--- config.mk ---
export PLATFORM = sky130hd
export DESIGN_NAME = ast_uart
export DESIGN_NICKNAME = d
export VERILOG_FILES = /design/src/logic/ast_uart.v
export VERILOG_INCLUDE_DIRS = /design/src /design/src/logic
export SDC_FILE = /design/constraint.sdc
export NUM_CORES = 1
export LEC_CHECK = 0
export BUFFER_PORTS_ARGS = -buffer_cell sky130_fd_sc_hd__buf_2
export CORE_MARGIN = 4
export CORE_UTILIZATION = 53
export DETAILED_ROUTE_END_ITERATION = 6
export PLACE_DENSITY_LB_ADDON = 0.2
export REMOVE_ABC_BUFFERS = 1
export SLEW_MARGIN = 30
export SYNTH_ARGS = -nofsm -noshare
export SYNTH_HDL_FRONTEND = slang
export SYNTH_SLANG_ARGS = --single-unit
--- constraint.sdc ---
create_clock -name pclk -period 2.2 [get_ports pclk]
set_clock_uncertainty 0.05 [all_clocks]
set_input_delay 0.11 -clock pclk [delete_from_list [all_inputs] [get_ports pclk]]
set_output_delay 0.11 -clock pclk [all_outputs]
set_load 0.02 [all_outputs]
--- src/logic/ast_consts.vh ---
// constants, register map and field positions of the serial transceiver
`ifndef AST_CONSTS_VH
`define AST_CONSTS_VH
// -------------------------------------------------------------------------
// register byte offsets
// -------------------------------------------------------------------------
`define AST_OFS_DATA     12'h000
`define AST_OFS_STATUS   12'h004
`define AST_OFS_CONFIG_A 12'h008
`define AST_OFS_CONFIG_B 12'h00C
`define AST_OFS_BAUD_HI  12'h010
`define AST_OFS_BAUD_LO  12'h014
`define AST_OFS_IRQ_STAT 12'h018
`define AST_OFS_IRQ_CLR  12'h01C
`define AST_OFS_IRQ_EN   12'h020
// -------------------------------------------------------------------------
// config a fields
// -------------------------------------------------------------------------
`define AST_A_TX_EN      7
`define AST_A_RX_EN      6
`define AST_A_CTS_GATE   5
`define AST_A_PAR_EN     4
`define AST_A_PAR_ODD    3
// -------------------------------------------------------------------------
// config b fields
// -------------------------------------------------------------------------
`define AST_B_MULTIDROP  7
`define AST_B_MARKER_TX  6
`define AST_B_BAUD_CTL   2
`define AST_B_RX_IRQ_MSK 1
`define AST_B_INFRARED   0
// -------------------------------------------------------------------------
// status fields
// -------------------------------------------------------------------------
`define AST_S_RX_AVAIL   0
`define AST_S_TX_EMPTY   1
`define AST_S_TX_IDLE    2
`define AST_S_FRAME_ERR  3
`define AST_S_PAR_ERR    4
`define AST_S_OVERRUN    5
`define AST_S_MARKER_RX  6
`define AST_S_CTS        7
// -------------------------------------------------------------------------
// interrupt bits, reset values and bit timing
// -------------------------------------------------------------------------
`define AST_I_TX         0
`define AST_I_RX         1
`define AST_I_ERR        2
`define AST_RST_CFG      8'h00
`define AST_RST_BAUD     16'h0000
`define AST_RST_BAUD_BYTE 8'h00
`define AST_TICKS_BIT    4'hF
`define AST_TICK_MID     4'h7
`define AST_IR_PULSE     4'h3
`define AST_IR_HOLD      5'h10
`endif

--- src/logic/ast_uart.v ---
// serial transceiver with baud generator, parity, multidrop and infrared codec, apb slave
//
// The register addresses and the APB slave port were chosen for this implementation.
`default_nettype none
`include "ast_consts.vh"
module ast_uart (
    input  wire        pclk,
    input  wire        presetn,
    input  wire        psel,
    input  wire        penable,
    input  wire        pwrite,
    input  wire [11:0] paddr,
    input  wire [31:0] pwdata,
    output wire        pready,
    output wire        pslverr,
    output reg  [31:0] prdata,
    input  wire        rxd,
    input  wire        cts_n,
    output reg         txd,
    output wire        irq
);
    localparam [4:0] ST_IDLE  = 5'b0_0001;
    localparam [4:0] ST_START = 5'b0_0010;
    localparam [4:0] ST_DATA  = 5'b0_0100;
    localparam [4:0] ST_EXTRA = 5'b0_1000;
    localparam [4:0] ST_STOP  = 5'b1_0000;

    // even parity bit of a byte, inverted for odd
    function par_bit;
        input [7:0] d;
        input       odd;
        begin
            par_bit = (^d) ^ odd;
        end
    endfunction

    // -------------------------------------------------------------------------
    // registers and synchronisers
    // -------------------------------------------------------------------------
    reg  [7:0]  cfg_a_r;
    reg  [7:0]  cfg_b_r;
    reg  [7:0]  baud_hi_r;
    reg  [7:0]  baud_lo_r;
    reg  [15:0] brg_cnt_r;
    reg  [2:0]  irq_stat_r;
    reg  [2:0]  irq_en_r;
    reg  [7:0]  tdr_r;
    reg         tdr_full_r;
    reg  [7:0]  rdr_r;
    reg         rda_r;
    reg         fe_r;
    reg         pe_r;
    reg         ovr_r;
    reg         mark_rx_r;
    reg         rxd_s1_r;
    reg         rxd_s2_r;
    reg         cts_s1_r;
    reg         cts_s2_r;
    reg  [4:0]  ir_cnt_r;
    reg  [4:0]  tx_st_r;
    reg  [3:0]  tx_sub_r;
    reg  [2:0]  tx_bit_r;
    reg  [7:0]  tx_sh_r;
    reg         tx_x_r;
    reg  [4:0]  rx_st_r;
    reg  [3:0]  rx_sub_r;
    reg  [2:0]  rx_bit_r;
    reg  [7:0]  rx_sh_r;
    reg         rx_x_r;

    wire tx_en    = cfg_a_r[`AST_A_TX_EN];
    wire rx_en    = cfg_a_r[`AST_A_RX_EN];
    wire multi    = cfg_b_r[`AST_B_MULTIDROP];
    wire par_on   = cfg_a_r[`AST_A_PAR_EN] & ~multi;
    wire extra_on = multi | par_on;
    wire infrared = cfg_b_r[`AST_B_INFRARED];

    // -------------------------------------------------------------------------
    // apb decode
    // -------------------------------------------------------------------------
    wire setup   = psel & ~penable;
    wire access  = psel & penable;
    wire hit     = (paddr == `AST_OFS_DATA) | (paddr == `AST_OFS_STATUS) |
                   (paddr == `AST_OFS_CONFIG_A) | (paddr == `AST_OFS_CONFIG_B) |
                   (paddr == `AST_OFS_BAUD_HI) | (paddr == `AST_OFS_BAUD_LO) |
                   (paddr == `AST_OFS_IRQ_STAT) | (paddr == `AST_OFS_IRQ_CLR) |
                   (paddr == `AST_OFS_IRQ_EN);
    wire wr      = access & pwrite & hit;
    wire rd_data = access & ~pwrite & (paddr == `AST_OFS_DATA);
    assign pready  = 1'b1;
    assign pslverr = access & ~hit;

    // -------------------------------------------------------------------------
    // baud generator: 16 ticks per bit
    // -------------------------------------------------------------------------
    wire        tick      = (brg_cnt_r == 16'h0000);
    wire [15:0] brg_nxt   = tick ? {baud_hi_r, baud_lo_r} : brg_cnt_r - 16'h0001;
    wire        live_read = cfg_b_r[`AST_B_BAUD_CTL];
    wire [15:0] baud_view = live_read ? brg_cnt_r : {baud_hi_r, baud_lo_r};

    // -------------------------------------------------------------------------
    // line inputs, infrared decode stretches each pulse over one bit time
    // -------------------------------------------------------------------------
    wire rx_in  = infrared ? (ir_cnt_r == 5'h00) : rxd_s2_r;
    wire cts_ok = ~cfg_a_r[`AST_A_CTS_GATE] | ~cts_s2_r;

    // -------------------------------------------------------------------------
    // transmitter
    // -------------------------------------------------------------------------
    wire tx_load = tx_st_r[0] & tdr_full_r & tx_en & cts_ok;
    wire tx_end  = tick & (tx_sub_r == `AST_TICKS_BIT);
    wire tx_line = tx_st_r[1] ? 1'b0 : tx_st_r[2] ? tx_sh_r[0] :
                   tx_st_r[3] ? tx_x_r : 1'b1;
    // infrared: a short high pulse marks every zero bit, the line idles low
    wire ir_out  = ~tx_line & (tx_sub_r < `AST_IR_PULSE);

    // -------------------------------------------------------------------------
    // receiver
    // -------------------------------------------------------------------------
    wire rx_mid  = tick & (rx_sub_r == `AST_TICK_MID);
    wire rx_end  = tick & (rx_sub_r == `AST_TICKS_BIT);
    wire rx_done = rx_st_r[4] & rx_end;
    wire pe_now  = par_on & (rx_x_r != par_bit(rx_sh_r, cfg_a_r[`AST_A_PAR_ODD]));
    wire fe_now  = ~rx_in;
    wire ovr_now = rda_r & ~rd_data;

    // -------------------------------------------------------------------------
    // interrupts: set wins over a clear in the same cycle
    // -------------------------------------------------------------------------
    reg [2:0] irq_set;
    always @* begin
        irq_set = 3'b000;
        irq_set[`AST_I_TX]  = tx_en & ~tdr_full_r;
        irq_set[`AST_I_RX]  = (rx_done & ~cfg_b_r[`AST_B_RX_IRQ_MSK]) |
                              (tick & ~rx_en & live_read);
        irq_set[`AST_I_ERR] = rx_done & (fe_now | pe_now | ovr_now);
    end
    wire [2:0] irq_clr = (wr & (paddr == `AST_OFS_IRQ_CLR)) ? pwdata[2:0] : 3'b000;
    assign irq = |(irq_stat_r & irq_en_r);

    // -------------------------------------------------------------------------
    // read mux, registered in the setup cycle
    // -------------------------------------------------------------------------
    reg [31:0] rd_nxt;
    always @* begin
        rd_nxt = 32'h0000_0000;
        case (paddr)
            `AST_OFS_DATA:     rd_nxt[7:0] = rdr_r;
            `AST_OFS_STATUS:   rd_nxt[7:0] = {cts_s2_r, mark_rx_r, ovr_r, pe_r, fe_r,
                                              tx_st_r[0] & ~tdr_full_r, ~tdr_full_r,
                                              rda_r};
            `AST_OFS_CONFIG_A: rd_nxt[7:0] = cfg_a_r;
            `AST_OFS_CONFIG_B: rd_nxt[7:0] = cfg_b_r;
            `AST_OFS_BAUD_HI:  rd_nxt[7:0] = baud_view[15:8];
            `AST_OFS_BAUD_LO:  rd_nxt[7:0] = baud_view[7:0];
            `AST_OFS_IRQ_STAT: rd_nxt[2:0] = irq_stat_r;
            `AST_OFS_IRQ_EN:   rd_nxt[2:0] = irq_en_r;
            default:           rd_nxt = 32'h0000_0000;
        endcase
    end

    // -------------------------------------------------------------------------
    // control registers and apb
    // -------------------------------------------------------------------------
    always @(posedge pclk or negedge presetn) begin
        if (!presetn) begin
            prdata     <= 32'h0000_0000;
            cfg_a_r    <= `AST_RST_CFG;
            cfg_b_r    <= `AST_RST_CFG;
            baud_hi_r  <= `AST_RST_BAUD_BYTE;
            baud_lo_r  <= `AST_RST_BAUD_BYTE;
            brg_cnt_r  <= `AST_RST_BAUD;
            irq_stat_r <= 3'b000;
            irq_en_r   <= 3'b000;
            tdr_r      <= 8'h00;
            tdr_full_r <= 1'b0;
            rxd_s1_r   <= 1'b1;
            rxd_s2_r   <= 1'b1;
            cts_s1_r   <= 1'b0;
            cts_s2_r   <= 1'b0;
            ir_cnt_r   <= 5'h00;
        end else begin
            if (setup) begin
                prdata <= rd_nxt;
            end
            if (wr) begin
                case (paddr)
                    `AST_OFS_CONFIG_A: cfg_a_r   <= pwdata[7:0];
                    `AST_OFS_CONFIG_B: cfg_b_r   <= pwdata[7:0];
                    `AST_OFS_BAUD_HI:  baud_hi_r <= pwdata[7:0];
                    `AST_OFS_BAUD_LO:  baud_lo_r <= pwdata[7:0];
                    `AST_OFS_IRQ_EN:   irq_en_r  <= pwdata[2:0];
                    default:           irq_en_r  <= irq_en_r;
                endcase
            end
            brg_cnt_r  <= brg_nxt;
            irq_stat_r <= (irq_stat_r & ~irq_clr) | irq_set;
            // a byte written while the holding register is full is dropped
            if (wr & (paddr == `AST_OFS_DATA) & ~tdr_full_r) begin
                tdr_r      <= pwdata[7:0];
                tdr_full_r <= 1'b1;
            end else if (tx_load) begin
                tdr_full_r <= 1'b0;
            end
            rxd_s1_r <= rxd;
            rxd_s2_r <= rxd_s1_r;
            cts_s1_r <= cts_n;
            cts_s2_r <= cts_s1_r;
            if (rxd_s2_r) begin
                ir_cnt_r <= `AST_IR_HOLD;
            end else if (tick && ir_cnt_r != 5'h00) begin
                ir_cnt_r <= ir_cnt_r - 5'h01;
            end
        end
    end

    // -------------------------------------------------------------------------
    // transmit state machine
    // -------------------------------------------------------------------------
    always @(posedge pclk or negedge presetn) begin
        if (!presetn) begin
            tx_st_r  <= ST_IDLE;
            tx_sub_r <= 4'h0;
            tx_bit_r <= 3'h0;
            tx_sh_r  <= 8'h00;
            tx_x_r   <= 1'b1;
            txd      <= 1'b1;
        end else begin
            txd <= infrared ? ir_out : tx_line;
            if (tick && !tx_st_r[0]) begin
                tx_sub_r <= tx_sub_r + 4'h1;
            end
            case (tx_st_r)
                ST_IDLE: begin
                    if (tx_load) begin
                        tx_sh_r  <= tdr_r;
                        tx_x_r   <= multi ? cfg_b_r[`AST_B_MARKER_TX] :
                                    par_bit(tdr_r, cfg_a_r[`AST_A_PAR_ODD]);
                        tx_sub_r <= 4'h0;
                        tx_st_r  <= ST_START;
                    end
                end
                ST_START: begin
                    if (tx_end) begin
                        tx_bit_r <= 3'h0;
                        tx_st_r  <= ST_DATA;
                    end
                end
                ST_DATA: begin
                    if (tx_end) begin
                        tx_sh_r  <= {1'b0, tx_sh_r[7:1]};
                        tx_bit_r <= tx_bit_r + 3'h1;
                        if (tx_bit_r == 3'h7) begin
                            tx_st_r <= extra_on ? ST_EXTRA : ST_STOP;
                        end
                    end
                end
                ST_EXTRA: begin
                    if (tx_end) begin
                        tx_st_r <= ST_STOP;
                    end
                end
                ST_STOP: begin
                    if (tx_end) begin
                        tx_st_r <= ST_IDLE;
                    end
                end
                default: tx_st_r <= ST_IDLE;
            endcase
        end
    end

    // -------------------------------------------------------------------------
    // receive state machine, samples each bit at its middle
    // -------------------------------------------------------------------------
    always @(posedge pclk or negedge presetn) begin
        if (!presetn) begin
            rx_st_r   <= ST_IDLE;
            rx_sub_r  <= 4'h0;
            rx_bit_r  <= 3'h0;
            rx_sh_r   <= 8'h00;
            rx_x_r    <= 1'b0;
            rdr_r     <= 8'h00;
            rda_r     <= 1'b0;
            fe_r      <= 1'b0;
            pe_r      <= 1'b0;
            ovr_r     <= 1'b0;
            mark_rx_r <= 1'b0;
        end else begin
            if (rx_done) begin
                rdr_r     <= rx_sh_r;
                rda_r     <= 1'b1;
                fe_r      <= fe_now;
                pe_r      <= pe_now;
                ovr_r     <= ovr_now;
                mark_rx_r <= multi & rx_x_r;
            end else if (rd_data) begin
                rda_r <= 1'b0;
                ovr_r <= 1'b0;
            end
            if (tick && !rx_st_r[0]) begin
                rx_sub_r <= rx_sub_r + 4'h1;
            end
            if (!rx_en) begin
                rx_st_r <= ST_IDLE;
            end else begin
                case (rx_st_r)
                    ST_IDLE: begin
                        if (!rx_in) begin
                            rx_sub_r <= 4'h0;
                            rx_st_r  <= ST_START;
                        end
                    end
                    ST_START: begin
                        // re-centre on the middle of the start bit, reject glitches
                        if (rx_mid) begin
                            rx_sub_r <= 4'h0;
                            rx_bit_r <= 3'h0;
                            rx_st_r  <= rx_in ? ST_IDLE : ST_DATA;
                        end
                    end
                    ST_DATA: begin
                        if (rx_end) begin
                            rx_sh_r  <= {rx_in, rx_sh_r[7:1]};
                            rx_bit_r <= rx_bit_r + 3'h1;
                            if (rx_bit_r == 3'h7) begin
                                rx_st_r <= extra_on ? ST_EXTRA : ST_STOP;
                            end
                        end
                    end
                    ST_EXTRA: begin
                        if (rx_end) begin
                            rx_x_r  <= rx_in;
                            rx_st_r <= ST_STOP;
                        end
                    end
                    ST_STOP: begin
                        if (rx_end) begin
                            rx_st_r <= ST_IDLE;
                        end
                    end
                    default: rx_st_r <= ST_IDLE;
                endcase
            end
        end
    end
endmodule // ast_uart
`default_nettype wire

-- After elaboration in Yosys (flattened, before gate mapping)
Index checks and enable logic that the tools add are counted.
- shift operators: 0
- add/sub/neg operators: 6
- equal/unequal tests: 38
- $lt $le $gt $ge: 1
- mux-type cells: 52
- bitwise gates (word level): 59
- reduce and logical (&&, ||, !) cells: 31
- divide/modulo/power cells: 0
- multipliers: 0
- operators with widths (operator ; number):
    two-way mux 5 bit ; 16
    case mux 5 bit (5 select lines) ; 2
    equality test 12 x 5 -> 1 bit, second input constant ; 4
    two-way mux 16 bit ; 2
    case mux 5 bit (6 select lines) ; 1
    AND 1 bit ; 28
    two-way mux 4 bit ; 7
    equality test 12 x 4 -> 1 bit, second input constant ; 2
    case mux 3 bit (8 select lines) ; 1
    two-way mux 3 bit ; 6
    inequality test 3 bit, second input constant ; 6
    zero test 16 bit ; 1
    two-way mux 8 bit ; 2
    inequality test 2 bit, second input constant ; 8
    case mux 8 bit (2 select lines) ; 1
    parity 8 bit ; 2
    subtractor 16 x 1 -> 16 bit, second input constant ; 1
    OR 1 bit ; 13
    equality test 12 x 3 -> 1 bit, second input constant ; 1
    equality test 12 x 6 -> 1 bit, second input constant ; 1
    zero test 12 bit ; 1
    NOT 1 bit ; 12
    case mux 3 bit (2 select lines) ; 2
    AND reduction 2 bit ; 6
    other kinds (28) ; 61
- memory bits (read-only): 0
- memory bits (writable): 0
- bits in registers: 136
- bits in latches: 0
- bits of input ports: 51
- memories kept: 0

-- Depth between registers and ports, before layout
Gate-level depths: netlist (run 1).
- word-level depth: 15
- depth in mapped cells: 9

-- Worst setup path before layout (run 1)
No wires, ideal clock.
- path type: flip-flop to flip-flop
- start point: register brg_cnt_r[0]
- end point: register rdr_r[7]
- arrival time: 2116 ps
- path slack: -91 ps
- cell stages (with the launch flop): 9
- setup time: 125 ps
- path through: dfrtp_1 inv_1 ha_1 nor3b_2 nand4_2 or4_1 buf_2 buf_6 mux2_4
- cells in the longest elaborated chain, start to end: 3
- ends and longest elaborated chain (element ; RTL line ; RTL):
    start, declared ; ast_uart.v:44 ; reg [15:0] brg_cnt_r;
    start signal, assigned ; ast_uart.v:172 ; brg_cnt_r <= `AST_RST_BAUD;
    start signal, assigned ; ast_uart.v:196 ; brg_cnt_r <= brg_nxt;
    zero test 16 bit ; ast_uart.v:96 ; wire tick = (brg_cnt_r == 16'h0000);
    AND 1 bit ; ast_uart.v:121 ; wire rx_end = tick & (rx_sub_r == `AST_TICKS_BIT);
    AND 1 bit ; ast_uart.v:122 ; wire rx_done = rx_st_r[4] & rx_end;
    end signal, assigned ; ast_uart.v:291 ; rdr_r <= rx_sh_r;
    end, declared ; ast_uart.v:49 ; reg [7:0] rdr_r;
Every way passes these cells.
A chain may end at the register's enable or synchronous reset.

-- Worst setup path after layout (run 1)
- start point: register brg_cnt_r[0]
- end point: register irq_stat_r[2]
- cells in the longest elaborated chain, start to end: 5
- ends and longest elaborated chain (element ; RTL line ; RTL):
    zero test 16 bit ; ast_uart.v:96 ;
    AND 1 bit ; ast_uart.v:121 ;
    AND 1 bit ; ast_uart.v:122 ;
    AND 1 bit ; ast_uart.v:136 ; irq_set[`AST_I_ERR] = rx_done & (fe_now | pe_now | ovr_now);
    OR 3 bit ; ast_uart.v:197 ; irq_stat_r <= (irq_stat_r & ~irq_clr) | irq_set;
    end signal, assigned ; ast_uart.v:197 ;
    end, declared ; ast_uart.v:45 ; reg [2:0] irq_stat_r;
Every way passes these cells.

==> results of run 1 <==
==> how the worst max path moves through the flow <==
stage / startpoint / end / slack [ns]
2_1_floorplan: brg_cnt_r[0] / irq_stat_r[2] / -0.46
3_3_place_gp: brg_cnt_r[0] / irq_stat_r[2] / -0.05
3_5_place_dp: brg_cnt_r[0] / irq_stat_r[2] / -0.13
4_1_cts: brg_cnt_r[0] / irq_stat_r[2] / -0.05
5_1_grt: brg_cnt_r[1] / irq_stat_r[2] / -0.16
6_report: brg_cnt_r[0] / irq_stat_r[2] / -0.05
==> area by class of cell <==
| type | instances | area, sq um | area share (%) |
|---|---|---|---|
| clock inverters | 10 | 189 | 2.15 |
| flip-flops and latches | 136 | 3410 | 38.9 |
| well taps | 176 | 220 | 2.51 |
| multi-input cells | 485 | 3670 | 41.8 |
| inverters | 14 | 52.6 | 0.599 |
| clock buffers | 22 | 474 | 5.40 |
| repair buffers | 104 | 762 | 8.68 |
==> cell usage in the layout, fill, tap and decap left out, types with 6 or more instances in the layout <==
cell | synthesis | layout
dfstp_2 | 6 | 6
dlygate4sd3_1 | 0 | 9
a21oi_1 | 10 | 10
a21o_1 | 6 | 6
o21ai_0 | 24 | 20
buf_2 | 6 | 36
conb_1 | 2 | 25
clkbuf_16 | 0 | 17
inv_1 | 14 | 14
xnor2_1 | 27 | 27
mux2_2 | 82 | 82
nand3_1 | 21 | 21
ha_1 | 8 | 7
xor2_1 | 7 | 7
nand2_1 | 47 | 47
mux2i_1 | 25 | 25
and3_1 | 7 | 7
dfrtp_1 | 130 | 130
buf_4 | 25 | 53
nor2_1 | 67 | 66
==> metrics by stage <==
step / setup TNS (ns) / std cells
3_3_place_gp: -0.434 / 904
4_1_cts: -0.142 / 945
5_1_grt: -2.84 / 947
6_report: -0.144 / 947
3_5_place_dp: -2.38 / 904
2_1_floorplan: -8.07 / 635
==> registers in the layout, summed over array words and instances (netlist names), 4 cells and up <==
name       count
brg_cnt_r     16
baud_hi_r      8
baud_lo_r      8
cfg_a_r        8
cfg_b_r        8
prdata         8
rdr_r          8
rx_sh_r        8
tdr_r          8
tx_sh_r        8
ir_cnt_r       5
rx_st_r        5
tx_st_r        5
rx_sub_r       4
tx_sub_r       4
==> power breakdown <==
group          total [mW]  switching, mW  internal, mW
Combinational        1.20          0.695         0.507
Sequential           2.82          0.170          2.65
Clock                3.18           1.07          2.11
==> what timing repair did <==
| action | in CTS | in global routing |
|---|---|---|
| hold buffers | 8 | 1 |
| pin swaps | 0 | 2 |
| endpoints found under the hold margin | 96 | 1 |
| resized for setup | 15 | 22 |
| buffers inserted | 1 | 1 |
| endpoints found under the setup margin | 46 | 59 |
==> metal layers <==
layer	global-route usage, %	routed length, microns	up-vias
li1	-	-	2554
met1	30.6	7640	2750
met2	38.4	8680	194
met3	5.57	993	39
met4	9.35	503	0
met5	0	0	-
==> kinds of logic after synthesis <==
logic type / Yosys count / synth area share (%)
fa+ha+maj: 8 / 1.39
flops: 136 / 47.3
xor+xnor: 36 / 4.76
simple gates: 204 / 14.6
other cells: 2 / 0.104
compound gates: 104 / 10.2
mux: 108 / 16.5
buf+inv: 70 / 5.15
==> worst register-to-register path, stage by stage, from the launching register on <==
cell and delay [ns]:
dfrtp_1 0.38, inv_1 0.07, ha_2 0.18, nor3b_4 0.24, nand4_4 0.16, or4_4 0.56, buf_12 0.17, nor4_4 0.24
a211o_1 0.14
==> flow_summary.ini, run 1 <==
[detailed_routing]
drt_pass1_iterations = 5
route.vias.total = 5537
drtIter0Drc = 486
drt_wl_total_mm = 17.8
ant_nets = 0
avgViaCountPerCell = 5.85
drc = 0
avgRoutedWirePerCell_microns = 18.8

[grt]
grt_max_degree = 48
grt_pass1_vias = 5674
antenna_found_initial = 0
grtUsageTotal_pct = 23.6
grt_pass1_wl_mm = 29.5
overflow = 0

[sta]
relSlewSlack_pct = 56.3
hold_viol_final = 0
slew_viol_final = 0
min_period_ns = 2.25
rsz0062_at_grt = true
fmax_mhz = 445
worst_hold_slack_ns = 0.0460
finalSetupViolCount = 7
worst_pin_slew_ns = 0.654
period_share_pct = 102
finalWorstSetupSlack_ns = -0.0493

[place]
io_buffer_count = 37
place_hpwl_mm = 12.5
gp_congestion = 0.945
placed_cell_area_sq_um = 7830
pre_cts_ws_ns = -0.126

[setup_path]
reg2reg_slack_ns = -0.05
crit_type = reg -> reg
cp.arrival_ns = 2.55
r2r_end = irq_stat_r[2]
crit_path_end_kind = register
cp_slowest_stage_delay_ns = 0.56
start_kind = register
crit_buf_inv = 2
worstPathCellList = inv_1 -> ha_2 -> nor3b_4 -> nand4_4 -> or4_4 -> buf_12 -> nor4_4 -> a211o_1
crit_fanout = 15
r2r-start = brg_cnt_r[0]
crit_path_top_delay_cell = or4_4
crit_family = simple AND/OR/NAND/NOR gates
required_ns = 2.50
crit_cells = 8
rr_worst_depth = 8

[yosys]
synth-edff-count = 0
synth_cell_types = 70
yosysMostFrequentCell = dfrtp_1
synthArstFlopShare_pct = 100
synth-seq-area-share_pct = 47.3
avgSynthCellArea_sq_um = 10.8
synthTopCellsByArea = dfrtp_1 (45%), mux2_2 (13%), nor2_1 (3.5%), mux2i_1 (3.5%), xnor2_1 (3.3%)
ys.flop_type = dfrtp_1
syn_inst = 668
yosysWarnings = 0
synth_area_leader_cell = dfrtp_1
ys_seq_elements = 136
netlist_area_sq_um = 7210
synth_top_area_share_pct = 45.1
synthTopCellsByCount = dfrtp_1 (130), mux2_2 (82), nor2_1 (67), nand2_1 (47), xnor2_1 (27)

[cells_and_area]
syn2layout_area_growth_pct = 21.7
design_area_sq_um = 8780
fillers = 1004
nets = 817
finalCoreUtilization_pct = 66.0
n_antenna_cell = 0
layout-drive-gt1-share_pct = 32.7

[run_status]
run_status = complete, but fails checks
violations = setup timing

[min_path]
min_to = prdata[7]
hp-start = penable
hp-class = in -> reg
holdPathStages = 4

[floorplan]
die-area_sq_um = 15500
start_util_pct = 54.2
ios = 87
die_y_microns = 125
fp.coreArea_sq_um = 13300
die_w_microns = 125
num_rows = 42

[clock_tree]
path_clk_slew_ns = 0.06
cts_tree = built
htree_num_levels = 4
cts.sinks = 136
insertion_delay_ns = 0.41
numCtsBuffers = 17
cts_buffer_depth = 2
root_buffer = clkbuf_16

[power]
ir_drop_mv = 0.560
finalPower_mw = 7.21
p_leak_nw = 4.11
cellPowerDensity_nw_per_um2 = 821

[flow_run]
max_cap_violations = 0
No activity file was read; power rests on OpenSTA's default activity.
==> run 2: changes to the inputs <==
--- a/config.mk
+++ b/config.mk
@@ -6,11 +6,12 @@
 export SDC_FILE = /design/constraint.sdc
 export NUM_CORES = 1
 export LEC_CHECK = 0
-export BUFFER_PORTS_ARGS = -buffer_cell sky130_fd_sc_hd__buf_2
+export BUFFER_PORTS_ARGS = -buffer_cell sky130_fd_sc_hd__buf_4
 export CORE_MARGIN = 4
 export CORE_UTILIZATION = 53
 export DETAILED_ROUTE_END_ITERATION = 6
-export PLACE_DENSITY_LB_ADDON = 0.2
+export GPL_ROUTABILITY_DRIVEN = 0
+export PLACE_DENSITY = 0.87
 export REMOVE_ABC_BUFFERS = 1
 export SLEW_MARGIN = 30
 export SYNTH_ARGS = -nofsm -noshare
==> run 2 against run 1 <==
  * The flow still finishes with violations (setup timing)
  * Sequential cell count stayed put
  * First-iteration DRC count grew 75%
  * Critical path depth unchanged
  * Non-clock buffer count is 1 lower
  * Register-to-register slack got worse by 0.04 ns
  * Total power fell by 6.6%
  * Design area about the same
  * Clock power decreased by 17%
  * Count of clock-buffer cells in the layout rose by 3
  * Sequential power hardly changed
  * Critical path type unchanged
  * Critical endpoint unchanged
  * Highest routed layer unchanged
==> flow_summary.ini, run 2 (synthesized netlist as in run 1, its figures left out) <==
[sta]
relSlewSlack_pct = 49.0
hold_viol_final = 0
rsz0062_at_grt = true
finalWorstSetupSlack_ns = -0.0901
fmax_mhz = 437
finalSetupViolCount = 19
worst_hold_slack_ns = 0.110
slew_viol_final = 0
fin_tns_setup_ns = -0.654
period_share_pct = 104
worst_pin_slew_ns = 0.746
min_period_ns = 2.29

[place]
place_hpwl_mm = 12.9
placed_cell_area_sq_um = 7870
io_buffer_count = 37

[setup_path]
crit_type = reg -> reg
cp-startpoint = brg_cnt_r[0]
cp.arrival_ns = 2.60
crit_path_end_kind = register
r2r-start = brg_cnt_r[0]
required_ns = 2.51
rr_worst_depth = 8
start_kind = register
crit_fanout = 18

[power]
cellPowerDensity_nw_per_um2 = 767
seq_power_share_pct = 41.8
pwr-share-clk_pct = 39.2
ir_drop_mv = 0.573
intPower_mw = 4.75
netSwitchingFraction_pct = 29.4
combPwrFrac_pct = 19.0
p_switching_mw = 1.98
p_leak_nw = 4.11

[grt]
grt_pass1_wl_mm = 30.4
grt_max_degree = 70
grt_pass1_vias = 5940
antenna_found_initial = 0
overflow = 0
grtUsageTotal_pct = 24.3

[floorplan]
die-area_sq_um = 15500
fp.coreArea_sq_um = 13300
ios = 87
die_y_microns = 125
start_util_pct = 54.2
die_w_microns = 125
num_rows = 42

[cells_and_area]
layout-drive-gt1-share_pct = 32.1
largest_register_ffs = 16
fillers = 885
final_cell_mix = dfrtp_1 (130), buf_4 (85), mux2_2 (82)
nets = 816
layout_commonest_cell = dfrtp_1
finalCoreUtilization_pct = 66.1
regMostFlops = brg_cnt_r
multiInputGateArea_sq_um = 3710
seq_area_sq_um = 3410
n_antenna_cell = 0
syn2layout_area_growth_pct = 21.8
design_area_sq_um = 8780

[detailed_routing]
ant_nets = 0
drtIter0Drc = 850
route.vias.total = 5905
drt_pass1_iterations = 5
avgViaCountPerCell = 6.24
avgRoutedWirePerCell_microns = 20.4
drc = 0
drt_wl_total_mm = 19.3

[clock_tree]
cts.sinks = 136
cts_tree = built
htree_num_levels = 4
insertion_delay_ns = 0.42
numCtsBuffers = 17
path_clk_slew_ns = 0.06
cts_buffer_depth = 2
root_buffer = clkbuf_16

[flow_run]
max_cap_violations = 0

[run_status]
violations = setup timing
run_status = complete, but fails checks

[min_path]
holdPathStages = 4
hp-class = in -> reg
hp-start = psel
## run 2: power groups by stage
stage | registers [mW] | clock network, mW | logic [mW]
2_1_floorplan | 2.85 | 0 | 0.484
3_3_place_gp | 2.82 | 0 | 0.973
3_5_place_dp | 2.83 | 0 | 1.02
4_1_cts | 2.80 | 2.65 | 1.08
5_1_grt | 2.83 | 2.77 | 1.36
6_report | 2.81 | 2.64 | 1.28
## run 2: worst max-delay path: stages, from the launching register on
cell and delay (ns):
dfrtp_1 0.38, inv_1 0.08, ha_2 0.20, nor3b_4 0.25, nand4_4 0.15, or4_4 0.56
buf_12 0.17, nor4_4 0.24, a211o_1 0.14
## run 2: metrics by stage
stage,instances,power [mW],setup slack [ns]
2_1_floorplan,635,3.33,-0.456
3_3_place_gp,900,3.80,0.00494
3_5_place_dp,900,3.86,-0.0758
4_1_cts,945,6.53,-0.0259
5_1_grt,946,6.96,-0.167
6_report,946,6.73,-0.0901
## run 2: path summary, 6_finish.rpt
kind,end,slack (ns)
worst max-delay path,irq_stat_r[2],-0.09
worst min-delay path,ovr_r,0.11
worst max register to register,irq_stat_r[2],-0.09
worst min register to register,cts_s2_r,0.31
max in group asynchronous,rxd_s2_r,1.12
min in group asynchronous,tx_sh_r[1],0.20
## run 2: per-layer routing
layer / global-route usage (%) / routed length [microns] / up-vias
met4: 10.8 / 776 / 0
met5: 0 / 0 / -
met2: 39.6 / 9430 / 344
li1: - / - / 2548
met1: 30.3 / 7310 / 2922
met3: 6.78 / 1770 / 91
## run 2: final cells by class
class | count | share of cell area [%]
sequential | 136 | 38.8
timing repair buffer | 103 | 9.53
clock inverter | 7 | 0.470
multi-input combinational | 485 | 42.3
clock buffer | 25 | 5.76
inverter | 14 | 0.598
tap | 176 | 2.51
## run 2: timing repair
item                                    CTS  global route
setup buffers                             0             1
hold buffers                             13             0
resized for setup                         8            35
hold endpoints to repair                110             0
endpoints found under the setup margin   23            60
pin swaps                                 0             4
==> run 3: changes to the inputs <==
--- a/config.mk
+++ b/config.mk
@@ -9,6 +9,7 @@
 export BUFFER_PORTS_ARGS = -buffer_cell sky130_fd_sc_hd__buf_4
 export CORE_MARGIN = 4
 export CORE_UTILIZATION = 53
+export CTS_BUF_LIST = sky130_fd_sc_hd__clkbuf_16
 export DETAILED_ROUTE_END_ITERATION = 6
 export GPL_ROUTABILITY_DRIVEN = 0
 export PLACE_DENSITY = 0.87
==> run 3 against run 2 <==
  * The run ends with DRC, setup timing left
  * Worst setup slack gained 0.042 ns
  * Routed wire length shrank 0.48%
  * Highest routed layer unchanged
  * Largest cell class unchanged
  * Worst hold slack lost 0.011 ns
  * Combinational power shrank 3%
  * Final cell count is the same
  * Count of clock-buffer cells in the layout shrank 8
  * Total power shrank 3.5%
  * First-iteration DRC count grew 2.5%
  * Non-clock buffer count is the same
==> flow_summary.ini, run 3 (synthesized netlist as in run 1, its figures left out) <==
[clock_tree]
numCtsBuffers = 17
htree_num_levels = 4
root_buffer = clkbuf_16
insertion_delay_ns = 0.42
path_clk_slew_ns = 0.06
cts.sinks = 136
cts_tree = built
cts_buffer_depth = 2

[cells_and_area]
largest_register_ffs = 16
regMostFlops = brg_cnt_r
syn2layout_area_growth_pct = 21.0
fillers = 896
nets = 816
final_cell_mix = dfrtp_1 (130), buf_4 (85), mux2_2 (82)
n_antenna_cell = 0
design_area_sq_um = 8720
layout_commonest_cell = dfrtp_1
layout-drive-gt1-share_pct = 31.3

[grt]
grt_pass1_vias = 5884
grt_use_met3_pct = 6.52
grt_use_met1_pct = 30.1
top_usage_layer = met2
grt_max_degree = 70
grt_pass1_wl_mm = 30.6
use_met2_pct = 41.1
grtUsageTotal_pct = 24.6
antenna_found_initial = 0
overflow = 0

[setup_path]
crit_fanout = 18
cp.arrival_ns = 2.56
cp-startpoint = brg_cnt_r[1]
rr_worst_depth = 8
crit_family = simple AND/OR/NAND/NOR gates
crit_end = irq_stat_r[2]
r2r_end = irq_stat_r[2]
crit_path_top_delay_cell = or4_4
start_kind = register
crit_path_end_kind = register
cp_slowest_stage_delay_ns = 0.56
reg2reg_slack_ns = -0.05
required_ns = 2.51
worstPathCellList = inv_1 -> ha_2 -> nor3b_4 -> nand4_4 -> or4_4 -> buf_12 -> nor4_4 -> a211o_1
crit_cells = 8
crit_type = reg -> reg
crit_buf_inv = 2
r2r-start = brg_cnt_r[1]

[sta]
hold_viol_final = 0
fin_tns_setup_ns = -0.194
relSlewSlack_pct = 54.0
worst_pin_slew_ns = 0.673
slew_viol_final = 0
worst_hold_slack_ns = 0.0989
period_share_pct = 102
fmax_mhz = 445
finalSetupViolCount = 10
min_period_ns = 2.25
rsz0062_at_grt = true
finalWorstSetupSlack_ns = -0.0477

[detailed_routing]
avgViaCountPerCell = 6.17
route.vias.total = 5841
drt_pass1_iterations = 7
drc = 1
avgRoutedWirePerCell_microns = 20.3
drtIter0Drc = 871
ant_nets = 0
drt_wl_total_mm = 19.2

[flow_run]
max_cap_violations = 0

[run_status]
run_status = complete, but fails checks
violations = DRC, setup timing

[floorplan]
start_util_pct = 54.2
die_w_microns = 125
fp.coreArea_sq_um = 13300
die_y_microns = 125
ios = 87
die-area_sq_um = 15500
num_rows = 42

[power]
p_leak_nw = 4.08
p_switching_mw = 1.96
cellPowerDensity_nw_per_um2 = 745
seq_power_share_pct = 43.2
combPwrFrac_pct = 19.0
pwr-share-clk_pct = 37.8
finalPower_mw = 6.50
ir_drop_mv = 0.579
intPower_mw = 4.54
netSwitchingFraction_pct = 30.2

[place]
io_buffer_count = 37
place_hpwl_mm = 12.9
placed_cell_area_sq_um = 7870

[min_path]
hp-class = in -> reg
[run 3: cell types whose count changed in the layout (fill, tap and decap cells not counted), sizes merged]
| cell | delta |
|---|---|
| clkbuf | -8 |
| clkinv | +5 |
| inv | +3 |
[run 3: final cells by class]
cell class	count	area, sq um	area share, %
multi-input combinational	485	3700	42.5
sequential	136	3410	39.1
timing repair buffer	103	837	9.60
clock buffer	17	425	4.88
tap	176	220	2.52
clock inverter	15	71.3	0.818
inverter	14	52.6	0.602
[run 3: timing repair]
action,4_1_cts,5_1_grt
gates resized for setup,8,34
setup buffers,0,1
pin swaps,0,3
hold buffers,13,0
cloned,0,0
endpoints found under the hold margin,109,0
endpoints found under the setup margin,20,58
[run 3: metal layers]
metal | wire (microns) | up-vias | part of all wire [%]
met5 | 0 | - | 0
met4 | 762 | 0 | 4.0
met3 | 1810 | 72 | 9.4
met2 | 9350 | 371 | 49
met1 | 7270 | 2853 | 38
li1 | - | 2545 | -
[run 3: how the worst min path moves through the flow]
stage          cells after the start  slack [ns]      endpoint  startpoint
2_1_floorplan                      0       -0.24  baud_hi_r[0]     presetn
3_3_place_gp                       1        0.09   tx_bit_r[0]     presetn
3_5_place_dp                       1        0.10   tx_bit_r[1]     presetn
4_1_cts                            4        0.09     prdata[7]        psel
5_1_grt                            4        0.13     prdata[7]        psel
6_report                           4         0.1         ovr_r        psel
[run 3: worst register-to-register path, delay by kind of cell, from the launching register on]
| family | cells | cell delay (ns) |
|---|---|---|
| buf+inv | 2 | 0.24 |
| compound gates | 1 | 0.13 |
| fa+ha+maj | 1 | 0.19 |
| flops | 1 | 0.38 |
| simple gates | 4 | 1.20 |
[run 3: power by group through the flow]
stage                     combinational (mW)  clock (mW)  sequential, mW
after floorplan                        0.484           0            2.85
after global placement                 0.973           0            2.82
after CTS                               1.07        2.45            2.80
after global routing                    1.32        2.58            2.82
after detailed placement                1.02           0            2.83
final                                   1.24        2.46            2.81
[run 3: per-stage QoR]
stage,cells,util [%],setup WS [ns]
3_5_place_dp,900,59.2,-0.0758
2_1_floorplan,635,-,-0.456
6_report,946,65.6,-0.0477
5_1_grt,946,65.6,-0.123
3_3_place_gp,900,59.2,0.00494
4_1_cts,945,64.2,-0.0241
